===== src/pkg/pam_pkg.sv =====
package pam_pkg;
	// ------------------------------------------------------------
	// Register map (byte addresses)
	// ------------------------------------------------------------
	localparam logic [7:0] PAM_PORT_C_ALT_SELECT_OFS = 8'h00;
	localparam logic [7:0] PAM_PORT_E_ALT_SELECT_OFS = 8'h04;
	localparam logic [7:0] PAM_INTERFACE_CONFIG_OFS = 8'h08;
	localparam logic [7:0] PAM_ENDPOINT_BUFFER_CONFIG_OFS = 8'h0c;
	localparam logic [7:0] PAM_PORT_C_OUT_OFS = 8'h10;
	localparam logic [7:0] PAM_PORT_C_OE_OFS = 8'h14;
	localparam logic [7:0] PAM_PORT_D_OUT_OFS = 8'h18;
	localparam logic [7:0] PAM_PORT_D_OE_OFS = 8'h1c;
	localparam logic [7:0] PAM_PORT_E_OUT_OFS = 8'h20;
	localparam logic [7:0] PAM_PORT_E_OE_OFS = 8'h24;
	localparam logic [7:0] PAM_PIN_C_OFS = 8'h28;
	localparam logic [7:0] PAM_PIN_D_OFS = 8'h2c;
	localparam logic [7:0] PAM_PIN_E_OFS = 8'h30;
	// ------------------------------------------------------------
	// Fields and reset values
	// ------------------------------------------------------------
	localparam logic [7:0] PAM_ALT_SELECT_RST = 8'h00;
	localparam logic [1:0] PAM_IFCFG_PORTS = 2'h0;
	localparam logic [1:0] PAM_IFCFG_RST = 2'h0;
	localparam logic [3:0] PAM_EP_WIDE_RST = 4'h0;
	localparam logic [7:0] PAM_PORT_RST = 8'h00;
	localparam int PAM_PORT_E_TIMER_BITS = 3;
	localparam logic [1:0] PAM_RESP_OKAY = 2'b00;
	localparam logic [1:0] PAM_RESP_SLVERR = 2'b10;
	// Timer operating mode in which the counter splits into two bytes
	localparam logic [1:0] PAM_TIMER_MODE_SPLIT = 2'h3;
endpackage


===== src/pkg/pam_pulse_if.sv =====
`timescale 1ns/10ps
interface pam_pulse_if;
	logic [2:0] ovf;
	logic [2:0] pulse;
	modport src (input ovf, output pulse);
	modport dst (output ovf, input pulse);
endinterface


===== src/hdl/pam_pulse_gen.sv =====
`timescale 1ns/10ps
module pam_pulse_gen
	import pam_pkg::*;
(
	input wire logic sys_clk, // Core clock
	input wire logic rst, // Synchronous reset
	input wire logic processor_clock_output_en, // One pulse per processor clock output cycle
	pam_pulse_if.src pif // Overflow events in, pulses out
);
	// ------------------------------------------------------------
	// Timer overflow stretch to one processor clock output cycle
	// ------------------------------------------------------------
	logic [2:0] pend_q;
	logic [2:0] pulse_q;
	genvar g;
	generate
		for (g = 0; g < PAM_PORT_E_TIMER_BITS; g++) begin : g_t
			// Overflow held until the next output-clock cycle starts
			always_ff @(posedge sys_clk) begin
				if (rst) begin
					pend_q[g] <= 1'b0;
				end else if (pif.ovf[g]) begin
					pend_q[g] <= 1'b1;
				end else if (processor_clock_output_en) begin
					pend_q[g] <= 1'b0;
				end
			end
			// Only the latched overflow is sent, so one caught on a strobe edge never gives two cycles
			always_ff @(posedge sys_clk) begin
				if (rst) begin
					pulse_q[g] <= 1'b0;
				end else if (processor_clock_output_en) begin
					pulse_q[g] <= pend_q[g];
				end
			end
		end
	endgenerate
	assign pif.pulse = pulse_q;
endmodule // pam_pulse_gen


===== src/hdl/pam_mux_top.sv =====
`timescale 1ns/10ps
// Function
// - Port C bits 5 to 7 carry the port bit or waveform address bit, chosen by port_c_alt_select.
// - A port C pin in alternate function is driven as an output of one waveform address bit.
// - In general port function each port C, D, E pin is a software-controlled bidirectional bit.
// - Port D switches to data bus bits 8 to 15 by interface_config_field and any of the four endpoint wide bits.
// - In data bus function each port D pin is a bidirectional line of the shared data bus.
// - Port E bits 0 to 2 carry the port bit or a timer pulse, chosen by port_e_alt_select.
// - The timer 0 pulse is high for exactly one processor clock output cycle per overflow.
// - In split mode the timer 0 pulse comes from the low-byte counter overflow.
// - The timer 1 pulse is one output-clock cycle per overflow, low-byte counter in split mode.
// - The timer 2 pulse is high for one processor clock output cycle per timer 2 overflow.
// - Port C bits 0 to 4 are selected the same way by their own alternate-select bits.
module pam_mux_top
	import pam_pkg::*;
(
	input wire logic sys_clk, // 200 MHz clock
	input wire logic rst, // Synchronous reset, active high
	input wire logic [31:0] s_axi_awaddr, // Write address
	input wire logic s_axi_awvalid, // Write address valid
	output logic s_axi_awready, // Write address ready
	input wire logic [31:0] s_axi_wdata, // Write data
	input wire logic [3:0] s_axi_wstrb, // Write strobes
	input wire logic s_axi_wvalid, // Write data valid
	output logic s_axi_wready, // Write data ready
	output logic [1:0] s_axi_bresp, // Write response
	output logic s_axi_bvalid, // Write response valid
	input wire logic s_axi_bready, // Write response ready
	input wire logic [31:0] s_axi_araddr, // Read address
	input wire logic s_axi_arvalid, // Read address valid
	output logic s_axi_arready, // Read address ready
	output logic [31:0] s_axi_rdata, // Read data
	output logic [1:0] s_axi_rresp, // Read response
	output logic s_axi_rvalid, // Read data valid
	input wire logic s_axi_rready, // Read data ready
	input wire logic processor_clock_output_en, // Processor clock output cycle strobe
	input wire logic [8:0] waveform_addr_out, // Waveform address, bits 0 to 7 used here
	input wire logic [15:8] shared_data_bus_o, // Data bus upper byte, driven value
	input wire logic shared_data_bus_oe, // Data bus drives its lines
	output logic [15:8] shared_data_bus_i, // Data bus upper byte, pin level
	input wire logic [1:0] timer0_mode, // Timer 0 operating mode
	input wire logic timer0_ovf_full, // Timer 0 full-count overflow
	input wire logic timer0_ovf_low, // Timer 0 low-byte overflow
	input wire logic [1:0] timer1_mode, // Timer 1 operating mode
	input wire logic timer1_ovf_full, // Timer 1 full-count overflow
	input wire logic timer1_ovf_low, // Timer 1 low-byte overflow
	input wire logic timer2_ovf, // Timer 2 overflow
	output logic [2:0] timer_overflow_pulses, // Timer 0..2 pulses, internal view
	input wire logic [7:0] port_c_in, // Port C pin levels
	output logic [7:0] port_c_out, // Port C pin drive values
	output logic [7:0] port_c_oe, // Port C output enables
	input wire logic [7:0] port_d_in, // Port D pin levels
	output logic [7:0] port_d_out, // Port D pin drive values
	output logic [7:0] port_d_oe, // Port D output enables
	input wire logic [7:0] port_e_in, // Port E pin levels
	output logic [7:0] port_e_out, // Port E pin drive values
	output logic [7:0] port_e_oe // Port E output enables
);
	// ------------------------------------------------------------
	// Registers
	// ------------------------------------------------------------
	logic [7:0] port_c_alt_select_q;
	logic [7:0] port_e_alt_select_q;
	logic [1:0] interface_config_field_q;
	logic [3:0] endpoint_buffer_config_q;
	logic [7:0] pc_out_q;
	logic [7:0] pc_oe_q;
	logic [7:0] pd_out_q;
	logic [7:0] pd_oe_q;
	logic [7:0] pe_out_q;
	logic [7:0] pe_oe_q;
	logic [7:0] aw_q;
	logic aw_have_q;
	logic [31:0] w_q;
	logic [3:0] ws_q;
	logic w_have_q;
	logic bvalid_q;
	logic rvalid_q;
	logic [31:0] rdata_q;
	logic [1:0] rresp_q;
	logic [1:0] bresp_q;
	logic [7:0] pc_out_d;
	logic [7:0] pc_oe_d;
	logic [7:0] pd_out_d;
	logic [7:0] pd_oe_d;
	logic [7:0] pe_out_d;
	logic [7:0] pe_oe_d;
	logic data_bus_on;
	logic do_write;
	logic [2:0] pulses;

	// Byte-lane merge of a write into an eight-bit register
	function automatic logic [7:0] wr8(input logic [7:0] old, input logic [31:0] d, input logic [3:0] s);
		wr8 = s[0] ? d[7:0] : old;
	endfunction

	// Whether an address hits a mapped register
	function automatic logic mapped(input logic [7:0] a);
		mapped = (a[1:0] == 2'b00) && (a <= PAM_PIN_E_OFS);
	endfunction

	// Overflow that feeds a timer pulse; in split mode the low byte counts alone
	function automatic logic ovf_pick(input logic [1:0] mode, input logic full, input logic low);
		ovf_pick = (mode == PAM_TIMER_MODE_SPLIT) ? low : full;
	endfunction

	// ------------------------------------------------------------
	// AXI4-Lite write channel
	// ------------------------------------------------------------
	assign s_axi_awready = !aw_have_q && !bvalid_q;
	assign s_axi_wready = !w_have_q && !bvalid_q;
	assign do_write = aw_have_q && w_have_q && !bvalid_q;

	always_ff @(posedge sys_clk) begin
		if (rst) begin
			aw_have_q <= 1'b0;
		end else if (s_axi_awvalid && s_axi_awready) begin
			aw_have_q <= 1'b1;
		end else if (do_write) begin
			aw_have_q <= 1'b0;
		end
	end

	always_ff @(posedge sys_clk) begin
		if (rst) begin
			aw_q <= 8'h00;
		end else if (s_axi_awvalid && s_axi_awready) begin
			aw_q <= s_axi_awaddr[7:0];
		end
	end

	always_ff @(posedge sys_clk) begin
		if (rst) begin
			w_have_q <= 1'b0;
		end else if (s_axi_wvalid && s_axi_wready) begin
			w_have_q <= 1'b1;
		end else if (do_write) begin
			w_have_q <= 1'b0;
		end
	end

	always_ff @(posedge sys_clk) begin
		if (rst) begin
			w_q <= 32'h0000_0000;
			ws_q <= 4'h0;
		end else if (s_axi_wvalid && s_axi_wready) begin
			w_q <= s_axi_wdata;
			ws_q <= s_axi_wstrb;
		end
	end

	always_ff @(posedge sys_clk) begin
		if (rst) begin
			bvalid_q <= 1'b0;
		end else if (do_write) begin
			bvalid_q <= 1'b1;
		end else if (s_axi_bready) begin
			bvalid_q <= 1'b0;
		end
	end

	always_ff @(posedge sys_clk) begin
		if (rst) begin
			bresp_q <= PAM_RESP_OKAY;
		end else if (do_write) begin
			bresp_q <= mapped(aw_q) ? PAM_RESP_OKAY : PAM_RESP_SLVERR;
		end
	end
	assign s_axi_bvalid = bvalid_q;
	assign s_axi_bresp = bresp_q;

	// ------------------------------------------------------------
	// Configuration registers
	// ------------------------------------------------------------
	always_ff @(posedge sys_clk) begin
		if (rst) begin
			port_c_alt_select_q <= PAM_ALT_SELECT_RST;
		end else if (do_write && ws_q[0] && (aw_q == PAM_PORT_C_ALT_SELECT_OFS)) begin
			port_c_alt_select_q <= w_q[7:0];
		end
	end

	always_ff @(posedge sys_clk) begin
		if (rst) begin
			port_e_alt_select_q <= PAM_ALT_SELECT_RST;
		end else if (do_write && ws_q[0] && (aw_q == PAM_PORT_E_ALT_SELECT_OFS)) begin
			port_e_alt_select_q <= w_q[7:0];
		end
	end

	always_ff @(posedge sys_clk) begin
		if (rst) begin
			interface_config_field_q <= PAM_IFCFG_RST;
		end else if (do_write && ws_q[0] && (aw_q == PAM_INTERFACE_CONFIG_OFS)) begin
			interface_config_field_q <= w_q[1:0];
		end
	end

	always_ff @(posedge sys_clk) begin
		if (rst) begin
			endpoint_buffer_config_q <= PAM_EP_WIDE_RST;
		end else if (do_write && ws_q[0] && (aw_q == PAM_ENDPOINT_BUFFER_CONFIG_OFS)) begin
			endpoint_buffer_config_q <= w_q[3:0];
		end
	end

	// Software port data and direction
	always_comb begin
		pc_out_d = pc_out_q;
		pc_oe_d = pc_oe_q;
		pd_out_d = pd_out_q;
		pd_oe_d = pd_oe_q;
		pe_out_d = pe_out_q;
		pe_oe_d = pe_oe_q;
		if (do_write) begin
			case (aw_q)
				PAM_PORT_C_OUT_OFS: pc_out_d = wr8(pc_out_q, w_q, ws_q);
				PAM_PORT_C_OE_OFS: pc_oe_d = wr8(pc_oe_q, w_q, ws_q);
				PAM_PORT_D_OUT_OFS: pd_out_d = wr8(pd_out_q, w_q, ws_q);
				PAM_PORT_D_OE_OFS: pd_oe_d = wr8(pd_oe_q, w_q, ws_q);
				PAM_PORT_E_OUT_OFS: pe_out_d = wr8(pe_out_q, w_q, ws_q);
				PAM_PORT_E_OE_OFS: pe_oe_d = wr8(pe_oe_q, w_q, ws_q);
				default: ;
			endcase
		end
	end

	always_ff @(posedge sys_clk) begin
		if (rst) begin
			pc_out_q <= PAM_PORT_RST;
			pc_oe_q <= PAM_PORT_RST;
			pd_out_q <= PAM_PORT_RST;
			pd_oe_q <= PAM_PORT_RST;
			pe_out_q <= PAM_PORT_RST;
			pe_oe_q <= PAM_PORT_RST;
		end else begin
			pc_out_q <= pc_out_d;
			pc_oe_q <= pc_oe_d;
			pd_out_q <= pd_out_d;
			pd_oe_q <= pd_oe_d;
			pe_out_q <= pe_out_d;
			pe_oe_q <= pe_oe_d;
		end
	end

	// ------------------------------------------------------------
	// AXI4-Lite read channel
	// ------------------------------------------------------------
	assign s_axi_arready = !rvalid_q;

	always_ff @(posedge sys_clk) begin
		if (rst) begin
			rvalid_q <= 1'b0;
			rresp_q <= PAM_RESP_OKAY;
		end else if (s_axi_arvalid && s_axi_arready) begin
			rvalid_q <= 1'b1;
			rresp_q <= mapped(s_axi_araddr[7:0]) ? PAM_RESP_OKAY : PAM_RESP_SLVERR;
		end else if (s_axi_rready) begin
			rvalid_q <= 1'b0;
		end
	end

	always_ff @(posedge sys_clk) begin
		if (rst) begin
			rdata_q <= 32'h0000_0000;
		end else if (s_axi_arvalid && s_axi_arready) begin
			case (s_axi_araddr[7:0])
				PAM_PORT_C_ALT_SELECT_OFS: rdata_q <= {24'h000000, port_c_alt_select_q};
				PAM_PORT_E_ALT_SELECT_OFS: rdata_q <= {24'h000000, port_e_alt_select_q};
				PAM_INTERFACE_CONFIG_OFS: rdata_q <= {30'h00000000, interface_config_field_q};
				PAM_ENDPOINT_BUFFER_CONFIG_OFS: rdata_q <= {28'h0000000, endpoint_buffer_config_q};
				PAM_PORT_C_OUT_OFS: rdata_q <= {24'h000000, pc_out_q};
				PAM_PORT_C_OE_OFS: rdata_q <= {24'h000000, pc_oe_q};
				PAM_PORT_D_OUT_OFS: rdata_q <= {24'h000000, pd_out_q};
				PAM_PORT_D_OE_OFS: rdata_q <= {24'h000000, pd_oe_q};
				PAM_PORT_E_OUT_OFS: rdata_q <= {24'h000000, pe_out_q};
				PAM_PORT_E_OE_OFS: rdata_q <= {24'h000000, pe_oe_q};
				PAM_PIN_C_OFS: rdata_q <= {24'h000000, port_c_in};
				PAM_PIN_D_OFS: rdata_q <= {24'h000000, port_d_in};
				PAM_PIN_E_OFS: rdata_q <= {24'h000000, port_e_in};
				default: rdata_q <= 32'h0000_0000;
			endcase
		end
	end
	assign s_axi_rvalid = rvalid_q;
	assign s_axi_rdata = rdata_q;
	assign s_axi_rresp = rresp_q;

	// ------------------------------------------------------------
	// Timer overflow pulses
	// ------------------------------------------------------------
	pam_pulse_if pif ();
	assign pif.ovf[0] = ovf_pick(timer0_mode, timer0_ovf_full, timer0_ovf_low);
	assign pif.ovf[1] = ovf_pick(timer1_mode, timer1_ovf_full, timer1_ovf_low);
	assign pif.ovf[2] = timer2_ovf;

	pam_pulse_gen i_pam_pulse_gen (
		.sys_clk(sys_clk),
		.rst(rst),
		.processor_clock_output_en(processor_clock_output_en),
		.pif(pif.src)
	);
	assign pulses = pif.pulse;
	assign timer_overflow_pulses = pulses;

	// ------------------------------------------------------------
	// Pin multiplexing
	// ------------------------------------------------------------
	// Upper data bus needs a non-port interface mode and a wide endpoint
	assign data_bus_on = (interface_config_field_q != PAM_IFCFG_PORTS) && (|endpoint_buffer_config_q);
	assign shared_data_bus_i = port_d_in;

	genvar i;
	generate
		for (i = 0; i < 8; i++) begin : g_pin
			always_comb begin
				if (port_c_alt_select_q[i]) begin
					port_c_out[i] = waveform_addr_out[i];
					port_c_oe[i] = 1'b1;
				end else begin
					port_c_out[i] = pc_out_q[i];
					port_c_oe[i] = pc_oe_q[i];
				end
			end
			always_comb begin
				if (data_bus_on) begin
					port_d_out[i] = shared_data_bus_o[8 + i];
					port_d_oe[i] = shared_data_bus_oe;
				end else begin
					port_d_out[i] = pd_out_q[i];
					port_d_oe[i] = pd_oe_q[i];
				end
			end
			if (i < PAM_PORT_E_TIMER_BITS) begin : g_e_alt
				always_comb begin
					if (port_e_alt_select_q[i]) begin
						port_e_out[i] = pulses[i];
						port_e_oe[i] = 1'b1;
					end else begin
						port_e_out[i] = pe_out_q[i];
						port_e_oe[i] = pe_oe_q[i];
					end
				end
			end else begin : g_e_port
				assign port_e_out[i] = pe_out_q[i];
				assign port_e_oe[i] = pe_oe_q[i];
			end
		end
	endgenerate
endmodule // pam_mux_top


===== config.mk =====
export PLATFORM = sky130hd
export DESIGN_NAME = pam_mux_top
export DESIGN_NICKNAME = d
export VERILOG_FILES = /design/src/pkg/pam_pkg.sv /design/src/pkg/pam_pulse_if.sv /design/src/hdl/pam_pulse_gen.sv /design/src/hdl/pam_mux_top.sv
export SDC_FILE = /design/constraint.sdc
export NUM_CORES = 1
export LEC_CHECK = 0
export BUFFER_PORTS_ARGS = -buffer_cell sky130_fd_sc_hd__buf_2
export CORE_UTILIZATION = 40
export CTS_CLUSTER_SIZE = 30
export DETAILED_ROUTE_END_ITERATION = 10
export HOLD_SLACK_MARGIN = 0.12
export PLACE_DENSITY = 0.75
export SETUP_SLACK_MARGIN = 0.05
export SLEW_MARGIN = 20
export SYNTH_ARGS = -nofsm -noshare
export SYNTH_HDL_FRONTEND = slang
export SYNTH_SLANG_ARGS = --single-unit
export TNS_END_PERCENT = 30

===== constraint.sdc =====
create_clock -name sys_clk -period 3.05 [get_ports sys_clk]
set_input_delay 0.4575 -clock sys_clk [delete_from_list [all_inputs] [get_ports sys_clk]]
set_output_delay 0.4575 -clock sys_clk [all_outputs]
set_load 0.03 [all_outputs]

==> metrics.md, run 1 <==
| Metric | Value |
|---|---|
| Post-cts sizing count | 0 |
| Setup crit end kind | output pin |
| Die Y | 121 µm |
| Crit-path slowest cell | or4_1 |
| Via density | between 5 and 6 |
| Synth top area share | ~38% |
| Fmax | roughly 0.37 GHz |
| Commonest register cell after synthesis | dfxtp_1 |
| CTS Hold Bufs | 0 |
| Die X | 121 µm |
| Clk_lat worst skew | roughly 0.36 ns |
| Register area share after synthesis | approximately 38% |
| Final hold vios | 0 |
| Vias in the first global route | 4,731 |
| Area grow syn2layout | 17.2% |
| Setup skew after layout | 0.00999 ns |
| Final net count | 946 |
| Least-Margin Pin Slew | about 0.75 ns |
| Critical Path AT | approximately 2.2 ns |
| Cell Pwr Density | ~460 nW/µm² |
| H-tree levels | 3 |
| Relative slew margins | approximately half |
| Post-synth EDFFs | 0 |
| CP cell instances | or4_1, o21ai_2, nor2_1, a21o_1, buf_2 |
| Layout cells sized above 1 | between 30% and 40% |
| Antenna viol nets, final | 0 |
| Hold WC Path Type | input port to register |
| WS Path Type | register to output pin |
| # setup viols final | 0 |
| Worst setup path start | endpoint_buffer_config_q[0]$_SDFFE_PP0P_ |
| Register bit total from synthesis | 107 |
| Gr ovfl total | 0 |
| First-pass GRT wire length | between 20,000 and 30,000 µm |
| Port Buffers | roughly 160 |
| Starting Density | 41.1% |
| YS warnings | 0 |
| CTS tree | done |
| Synthesized cell area | 5710 µm² |
| Initial antenna violation count | 0 |
| Hold path startpoint | s_axi_rready |
| Syn avg cell area | around 8.5 µm² |
| Max-Cap Viols | 0 |
| Max incr delay on CP | 0.54 ns |
| Placed cell count | roughly 960 |
| Die ar. | around 15,000 µm² |
| IR drop worst, VDD | approximately 0.00034 V |
| FP Rows | between 40 and 50 |
| Cell taking the most area after synthesis | dfxtp_1 |
| Core Region | 13,900 µm² |
| Cell Count, Final, Fillers Out | 972 |
| GP Congestion | about 0.92 |
| Period utilization | approximately nine tenths |
| CTS max path bufs | 2 |
| Vias post-DR | 5,361 |
| Ys async rst share | 0% |
| DRC | 0 |
| Io pins | ~260 |
| Startpoint types | register |
| Detailed Routing Iterations Pass 1 | 5 |
| Status | finished, final reports clean |
| Largest net degree at the start of global routing | between 60 and 70 |
| Sink Count | 107 |
| Synth top area cells | dfxtp_1 (38%), mux2i_1 (9.1%), nand2_1 (6.4%), buf_4 (6.0%), a21oi_1 (5.8%) |
| Reg clk slew, reported paths | approximately 0.080 ns |
| Delay-heaviest family, CP | simple AND/OR/NAND/NOR gates |
| Iteration-0 DRC Markers | between 500 and 600 |
| WP buf/inv | 1 |
| DPL Wire Length | between 10,000 and 15,000 µm |
| Shortest period the worst path allows | between 2 and 3 ns |
| # Post-CTS Setup Buffers | 0 |
| Cts bufs inserted | 9 |
| Cells after Synth | between 600 and 700 |
| CP required | ~2.6 ns |
| Static leakage | between 3 and 4 nW |
| Inserted Diodes | 0 |
| Yosys cell types | 60 |
| Routed wire length | 17,100 µm |
| RSZ-0062 raised after global routing | no |
| Hold Slack | approximately 0.29 ns |
| Critical path fanouts, max | 17 |
| Setup TNS | 0 ns |
| All-Layer GR Usage | between 20% and 30% |
| Wire length per cell | 17.6 µm |
| Slew Viols, Final | 0 |
| Root buf cell | clkbuf_16 |
| RR Startpoint | s_axi_bvalid$_SDFFE_PP0P_ |
-- state kept, by name, indices dropped and copies added (netlist names), 3 cells and up --
signal	cells
pd_oe_q	8
endpoint_buffer_config_q	4
port_c_alt_select_q	8
s_axi_rdata	8
port_e_alt_select_q	8
pe_out_q	8
i_pam_pulse_gen.pif.pulse	3
aw_q	8
pc_oe_q	8
w_q	8
pe_oe_q	8
pc_out_q	8
pd_out_q	8
i_pam_pulse_gen.pend_q	3
-- Yosys cell counts (2+ instances only) --
master,number
buf_1,2
nor4_1,4
a22oi_1,8
buf_4,46
clkbuf_1,17
a32o_1,2
or2_2,12
nor4_4,2
and4_1,5
nor2_1,60
mux2_2,27
and3_1,2
a31oi_1,3
buf_2,22
nor3_1,9
o22ai_1,3
o21ai_0,9
o211ai_1,3
nand3_1,39
a21oi_1,66
nand3b_1,3
a211oi_1,2
and2_1,3
o2bb2ai_1,2
mux2i_1,52
a221oi_1,5
a21o_1,8
nand3_4,2
nor3b_1,2
nand2_1,98
nor2b_1,3
a32oi_1,4
nand4_1,4
mux4_2,4
dfxtp_1,107
or4_1,2
inv_1,7
-- cell families after synthesis --
logic type / synth area share (%)
muxes: 16.0
AOI/OAI and AO/OA: 13.6
and+or+nand+nor: 22.8
DFF: 37.5
buffers and inverters: 9.97
other: 0.0657
-- area by class of cell --
cell class	instances	area [µm²]
Multi-Input combinational cell	494	3100
Clock inverter	6	83.8
Sequential cell	107	2140
Tap cell	180	225
Fill cell	1376	7190
Timing Repair Buffer	168	871
Inverter	7	26.3
Clock buffer	10	239
-- worst reg2reg max path: stages, from the launching register on --
cell and delay [ns]:
dfxtp_1 0.36, nand3b_2 0.35, nor4_4 0.63, nand2_1 0.43, nand2_1 0.16, a21oi_1 0.08
-- through the flow --
| stage | util, % | power, mW | cell area [µm²] | worst slack, ns |
|---|---|---|---|---|
| 2_1_floorplan | - | 1.75 | 5800 | 0.947 |
| 3_3_place_gp | 45.9 | 1.84 | 6370 | 0.715 |
| 3_5_place_dp | 45.9 | 1.85 | 6370 | 0.701 |
| 4_1_cts | 48.2 | 3.08 | 6690 | 0.368 |
| 5_1_grt | 48.2 | 3.17 | 6690 | 0.194 |
| 6_report | 48.2 | 3.07 | 6690 | 0.358 |
-- per-layer routing --
metal  routed length (µm)  up-vias  track usage (%)
met5                    0        -                0
met4                  502        0             9.10
met3                 1480       29             6.16
met2                 7430      278             34.6
met1                 7670     2518             31.4
li1                     -     2536                -
-- power breakdown --
group | total [mW] | switching [mW] | internal (mW) | leakage, nW
registers | 1.47 | 0.0502 | 1.42 | 0.867
clock network | 1.25 | 0.573 | 0.678 | 0.152
logic | 0.347 | 0.238 | 0.109 | 2.06
-- cells in the final DEF, fill, tap and decap left out, types with 26 or more instances in the layout --
| cell type | synthesis | layout |
|---|---|---|
| buf_2 | 22 | 156 |
| dfxtp_1 | 107 | 107 |
| nand2_1 | 98 | 98 |
| a21oi_1 | 66 | 66 |
| nor2_1 | 60 | 60 |
| mux2i_1 | 52 | 52 |
| nand3_1 | 39 | 39 |
| mux2_2 | 27 | 27 |
| conb_1 | 1 | 26 |
-- path summary, 6_finish.rpt --
| check | end | slack [ns] | depth (start not counted) |
|---|---|---|---|
| worst max-delay path | port_d_oe[2] | 0.36 | 5 |
| worst min register to register | port_e_alt_select_q[7]$_SDFFE_PP0P_ | 0.46 | 2 |
| worst max register to register | pc_out_q[5]$_SDFFE_PP0P_ | 0.90 | 5 |
| worst min-delay path | s_axi_rvalid$_SDFFE_PP0P_ | 0.29 | 2 |
Power figures use the tool's default switching activity.
==> inputs of run 2 (changes only) <==
ABC_AREA = 0   (was unset)
PLACE_DENSITY = 0.72   (was 0.75)
SYNTH_HIERARCHICAL = 1   (was unset)
==> run 2 against run 1 <==
Net effect: sequential share of layout area increased by 0.27 points; clock power rose by 7%; register-to-register slack lost 0.11 ns; count of clock-buffer cells in the layout is 1 higher; via count shrank 9.9%; die area is 0.94% lower; flip-flop and latch count unchanged; combinational power fell by 8.6%; largest cell class unchanged.
==> metrics.md, run 2 <==
| Metric | Value |
|---|---|
| Cell taking the most area after synthesis | dfxtp_1 |
| Synthesized cell area | approximately 5700 µm² |
| Largest net degree at the start of global routing | 99 |
| Starting Density | 40.9% |
| FP Rows | 43 |
| Synth top area cells | dfxtp_1 (38%), mux2i_1 (15%), mux2_2 (6.0%), buf_4 (5.8%), nor2_1 (5.7%) |
| Clk_lat worst skew | between 0.3 and 0.4 ns |
| Initial antenna violation count | 0 |
| All-Layer GR Usage | a little over a fifth |
| Hold WC Path Type | input port to register |
| GP Congestion | about 0.95 |
| Shortest period the worst path allows | 2.52 ns |
| Cts bufs inserted | 9 |
| Detailed Routing Iterations Pass 1 | 5 |
| # setup viols final | 0 |
| Pre-CTS setup slack | 0.611 ns |
| Setup crit end kind | output pin |
| Gr ovfl total | 0 |
| Register bit total from synthesis | ~110 |
| Yosys cell types | a little under 60 |
| DRC | 0 |
| Max-Cap Viols | 0 |
| Final hold vios | 0 |
| Synth top area share | between 30% and 40% |
| Sink Count | about 110 |
| Static leakage | roughly 3.5 nW |
| Wire length per cell | approximately 17 µm |
| Setup TNS | 0 ns |
| Die ar. | 14,600 µm² |
| CTS Hold Bufs | 0 |
| Area grow syn2layout | 17.4% |
| Most frequent cells in the layout | buf_2 (156), dfxtp_1 (107), nor2_1 (86) |
| Via density | 5.24 |
| CP required | roughly 2.6 ns |
| Commonest register cell after synthesis | dfxtp_1 |
| Status | finished, final reports clean |
| Slew Viols, Final | 0 |
| Startpoint types | register |
| Setup WS post-layout | approximately 0.53 ns |
| Most common cell after layout, fill and taps aside | buf_2 |
| FILL cells | roughly 1,300 |
| Most frequent cells after synthesis | dfxtp_1 (107), nor2_1 (86), mux2i_1 (82), nand2_1 (53), buf_4 (44) |
| WS Path Type | register to output pin |
| Period utilization | ~83% |
| Fmax | 0.397 GHz |
| Setup skew after layout | between 0.008 and 0.009 ns |
| Least-Margin Pin Slew | about 1.0 ns |
| Worst reg2reg setup slack | 0.79 ns |
| Inserted Diodes | 0 |
| DPL Wire Length | approximately 11,000 µm |
| YS warnings | 6 |
| Io pins | 259 |
| Relative slew margins | a little under a third |
| Die Y | around 120 µm |
| Critical path fanouts, max | 17 |
| Port Buffers | 156 |
| Vias post-DR | between 4,000 and 5,000 |
| Vias in the first global route | around 4,500 |
| Root buf cell | clkbuf_16 |
| # Post-CTS Setup Buffers | 0 |
| Ys async rst share | 0% |
| IR drop worst, VDD | roughly 0.00033 V |
| Antenna viol nets, final | 0 |
| Core Region | between 10,000 and 15,000 µm² |
| Post-synth EDFFs | 0 |
| Count leader, synth | dfxtp_1 |
| Critical Path AT | ~2.1 ns |
| Syn avg cell area | 9.15 µm² |
| Reg clk slew, reported paths | 0.07 ns |
| Final net count | slightly below 900 |
| Iteration-0 DRC Markers | 374 |
| H-tree levels | 3 |
| CTS max path bufs | 2 |
| First-pass GRT wire length | between 20,000 and 25,000 µm |
| Cell Pwr Density | about 470 nW/µm² |
| Post-cts sizing count | 0 |
| Die X | 121 µm |
| Cells after Synth | 618 |
| Layout cells sized above 1 | between 30 and 40% |
| CTS tree | done |
| Register area share after synthesis | 37.9% |
| RSZ-0062 raised after global routing | no |
| Routed wire length | between 15,000 and 20,000 µm |
==> run 2: final timing paths <==
path                                                 start                     endpoint  depth (start not counted)
setup / recovery  endpoint_buffer_config_q[0]$_SDFFE_PP0P_                port_d_out[3]                          5
hold / removal                                s_axi_rready    s_axi_rvalid$_SDFFE_PP0P_                          2
setup reg to reg                 s_axi_bvalid$_SDFFE_PP0P_     pd_out_q[2]$_SDFFE_PP0P_                          6
hold reg to reg                s_axi_rdata[6]$_SDFFE_PP0P_  s_axi_rdata[6]$_SDFFE_PP0P_                          2
==> run 2: stage by stage <==
stage               hold WS, ns  instances  util [%]  total power, mW  cell area [µm²]
floorplan                 0.432        643         -             1.74             5750
global placement          0.431        905      45.5             1.82             6280
detailed placement        0.439        905      45.5             1.82             6280
CTS                       0.285        921      48.0             3.15             6640
global route              0.282        921      48.0             3.25             6640
finish                    0.294        921      48.0             3.13             6640
==> run 2: worst max-delay path, cell delays in order, from the launching register on <==
cell and delay [ns]:
dfxtp_1 0.33, or4_1 0.52, o21ai_1 0.09, buf_4 0.24, mux2_2 0.35, buf_2 0.17
==> run 2: power by group <==
part	switching (mW)	internal (mW)
registers	0.0491	1.42
clock network	0.514	0.830
logic	0.212	0.105
total	0.775	2.36
==> run 2: logic make-up (layout without fill, tap and decap cells) <==
| kind of cell | after synthesis | after routing | share of synthesized area, % |
|---|---|---|---|
| AO/OA/AOI/OAI | 93 | 93 | 11.6 |
| buffers and inverters | 91 | 189 | 10.3 |
| flip-flops | 107 | 107 | 37.9 |
| multiplexers | 115 | 115 | 21.7 |
| other | 1 | 26 | 0.0663 |
| AND/OR/NAND/NOR | 211 | 211 | 18.4 |
==> run 2: metal layers <==
| layer | up-vias | track usage [%] | routed length, µm |
|---|---|---|---|
| met3 | 16 | 3.99 | 1030 |
| met4 | 0 | 5.40 | 214 |
| met1 | 2277 | 30.4 | 7280 |
| met5 | - | 0 | 0 |
| met2 | 188 | 34.5 | 7090 |
| li1 | 2347 | - | - |
==> run 2: final cells by class <==
class | count | area, µm² | share of cell area, %
Clock buffer | 11 | 243 | 3.66
Timing Repair Buffer | 166 | 856 | 12.9
Sequential cell | 107 | 2140 | 32.3
Inverter | 7 | 26.3 | 0.396
Tap cell | 180 | 225 | 3.39
Clock inverter | 5 | 108 | 1.62
Multi-Input combinational cell | 445 | 3040 | 45.7
==> inputs of run 3 (changes only) <==
clock period = 2.37 ns   (was 3.05 ns; I/O delays follow)
==> run 3 against run 2 <==
Net effect: setup slack worse by 0.48 ns; total power up 20%; sequential share of layout area shrank 0.40 points; critical path depth unchanged; clock power increased by 9%; non-clock buffer count up 9; worst hold slack lost 0.11 ns; sequential power is 29% higher.
==> metrics.md, run 3 (synthesized netlist as in run 2, its figures left out) <==
| Metric | Value |
|---|---|
| Vias in the first global route | 4,478 |
| DR WL met2 | roughly 6900 µm |
| Hold WC Path Type | input port to register |
| All-Layer GR Usage | 22.0% |
| Die Y | ~120 µm |
| Max-Cap Viols | 0 |
| CTS Hold Bufs | 0 |
| Pre-CTS setup slack | ~0.21 ns |
| Setup WS post-layout | between 0.05 and 0.06 ns |
| IR drop worst, VDD | approximately 0.00034 V |
| Reg clk slew, reported paths | ~0.08 ns |
| Largest net degree at the start of global routing | 100 |
| Placed Instance Area | between 6000 and 7000 µm² |
| Crit-path slowest cell | or4_4 |
| Final hold vios | 0 |
| RSZ-0062 raised after global routing | yes |
| Sink Count | 107 |
| Cts bufs inserted | 9 |
| Setup skew after layout | about 0.008 ns |
| Port Buffers | around 160 |
| Delay-heaviest family, CP | simple AND/OR/NAND/NOR gates |
| Final net count | between 900 and 1,000 |
| Cell Pwr Density | roughly 560 nW/µm² |
| Static leakage | between 3 and 4 nW |
| Clk_lat worst skew | 0.35 ns |
| Status | finished, final reports clean |
| Wire length per cell | between 15 and 20 µm |
| Most frequent cells in the layout | buf_2 (149), dfxtp_1 (106), nor2_1 (86) |
| WS Path Type | register to output pin |
| First-pass GRT wire length | around 25,000 µm |
| Setup TNS | 0 ns |
| Detailed Routing Iterations Pass 1 | 5 |
| GP Congestion | between 0.9 and 1 |
| Core Region | around 14,000 µm² |
| Met3 routed wirelength | around 1100 µm |
| Inserted Diodes | 0 |
| Gr ovfl total | 0 |
| Least-Margin Pin Slew | between 0.7 and 0.8 ns |
| # setup viols final | 0 |
| WP buf/inv | 2 |
| FP Rows | 43 |
| Initial antenna violation count | 0 |
| Max incr delay on CP | around 0.54 ns |
| Antenna viol nets, final | 0 |
| Io pins | between 200 and 300 |
| Startpoint types | register |
| Fin area | just under 7000 µm² |
| CP required | about 2.0 ns |
| CTS max path bufs | 2 |
| Worst reg2reg setup slack | 0.34 ns |
| Routed wire length | approximately 16,000 µm |
| Root buf cell | clkbuf_16 |
| Shortest period the worst path allows | between 2 and 2.5 ns |
| Critical path fanouts, max | 5 |
| CP cell instances | or4_4, o21ai_4, buf_6, mux2_2, buf_6 |
| Vias post-DR | 4,878 |
| DRC | 0 |
| CTS tree | done |
| Via density | 5.25 |
| Layout cells sized above 1 | approximately 33% |
| DPL Wire Length | 11,600 µm |
| CP most frequent cell | buf_6 |
| H-tree levels | 3 |
| Period utilization | between 90% and 100% |
| Die X | 121 µm |
| Die ar. | 14,600 µm² |
| Starting Density | 40.9% |
| Most common cell after layout, fill and taps aside | buf_2 |
| Iteration-0 DRC Markers | between 300 and 400 |
| Fmax | 0.432 GHz |
| Area grow syn2layout | 18.9% |
| Critical Path AT | approximately 2 ns |
| Setup crit end kind | output pin |
| Uppermost layer routed | met4 |
| Relative slew margins | a little over half |
| Met1 wire length | 7100 µm |
| Slew Viols, Final | 0 |
run 3: cell types whose count changed in the layout (fill, tap and decap cells not counted), moves of 2 or more:
cell | before | now
buf_4 | 10 | 15
buf_6 | 0 | 10
inv_8 | 0 | 2
bufinv_16 | 3 | 0
buf_2 | 156 | 149
run 3: worst register-to-register path: stages (launching register included):
cell	delay (ns)
dfxtp_1	0.36
nand3b_1	0.27
nor4b_2	0.30
buf_4	0.22
nand3_1	0.41
mux2i_1	0.30
nor2_1	0.05
run 3: per-stage QoR:
step | hold WS [ns] | util, % | std cells | power, mW
3_3_place_gp | 0.432 | 45.9 | 911 | 2.34
6_report | 0.188 | 48.6 | 930 | 3.77
2_1_floorplan | 0.425 | - | 643 | 2.23
4_1_cts | 0.182 | 48.6 | 930 | 3.79
5_1_grt | 0.200 | 48.6 | 930 | 3.92
3_5_place_dp | 0.448 | 45.9 | 911 | 2.35
run 3: report_power, final:
part	switching, mW	internal, mW
clock	0.725	0.739
combinational	0.275	0.141
sequential	0.0621	1.83
total	1.06	2.71
run 3: worst paths after layout:
| check | from | to | depth (start not counted) |
|---|---|---|---|
| max | endpoint_buffer_config_q[0]$_SDFFE_PP0P_ | port_d_out[5] | 5 |
| min | s_axi_rready | s_axi_rvalid$_SDFFE_PP0P_ | 2 |
| max reg2reg | s_axi_bvalid$_SDFFE_PP0P_ | port_c_alt_select_q[7]$_SDFFE_PP0P_ | 6 |
| min reg2reg | s_axi_rdata[2]$_SDFFE_PP0P_ | s_axi_rdata[2]$_SDFFE_PP0P_ | 2 |
run 3: area by class of cell:
class                   instances  area, µm²
clock buffers                  10        229
clock inverters                 6       56.3
fillers                      1303       7110
inverters                       7       26.3
multi-input cells             445       3050
flip-flops and latches        107       2140
well taps                     180        225
repair buffers                175        991
run 3: repair_timing:
| item | 4_1_cts | 5_1_grt |
|---|---|---|
| resized for setup | 21 | 2 |
| endpoints found under the setup margin | 16 | 16 |
| setup buffers | 1 | 0 |
| gates cloned | 2 | 0 |
run 3: routing by layer:
metal | up-vias | global-route usage, %
met4 | 0 | 7.56
met5 | - | 0
met2 | 220 | 33.9
met1 | 2258 | 30.3
li1 | 2363 | -
met3 | 37 | 4.89
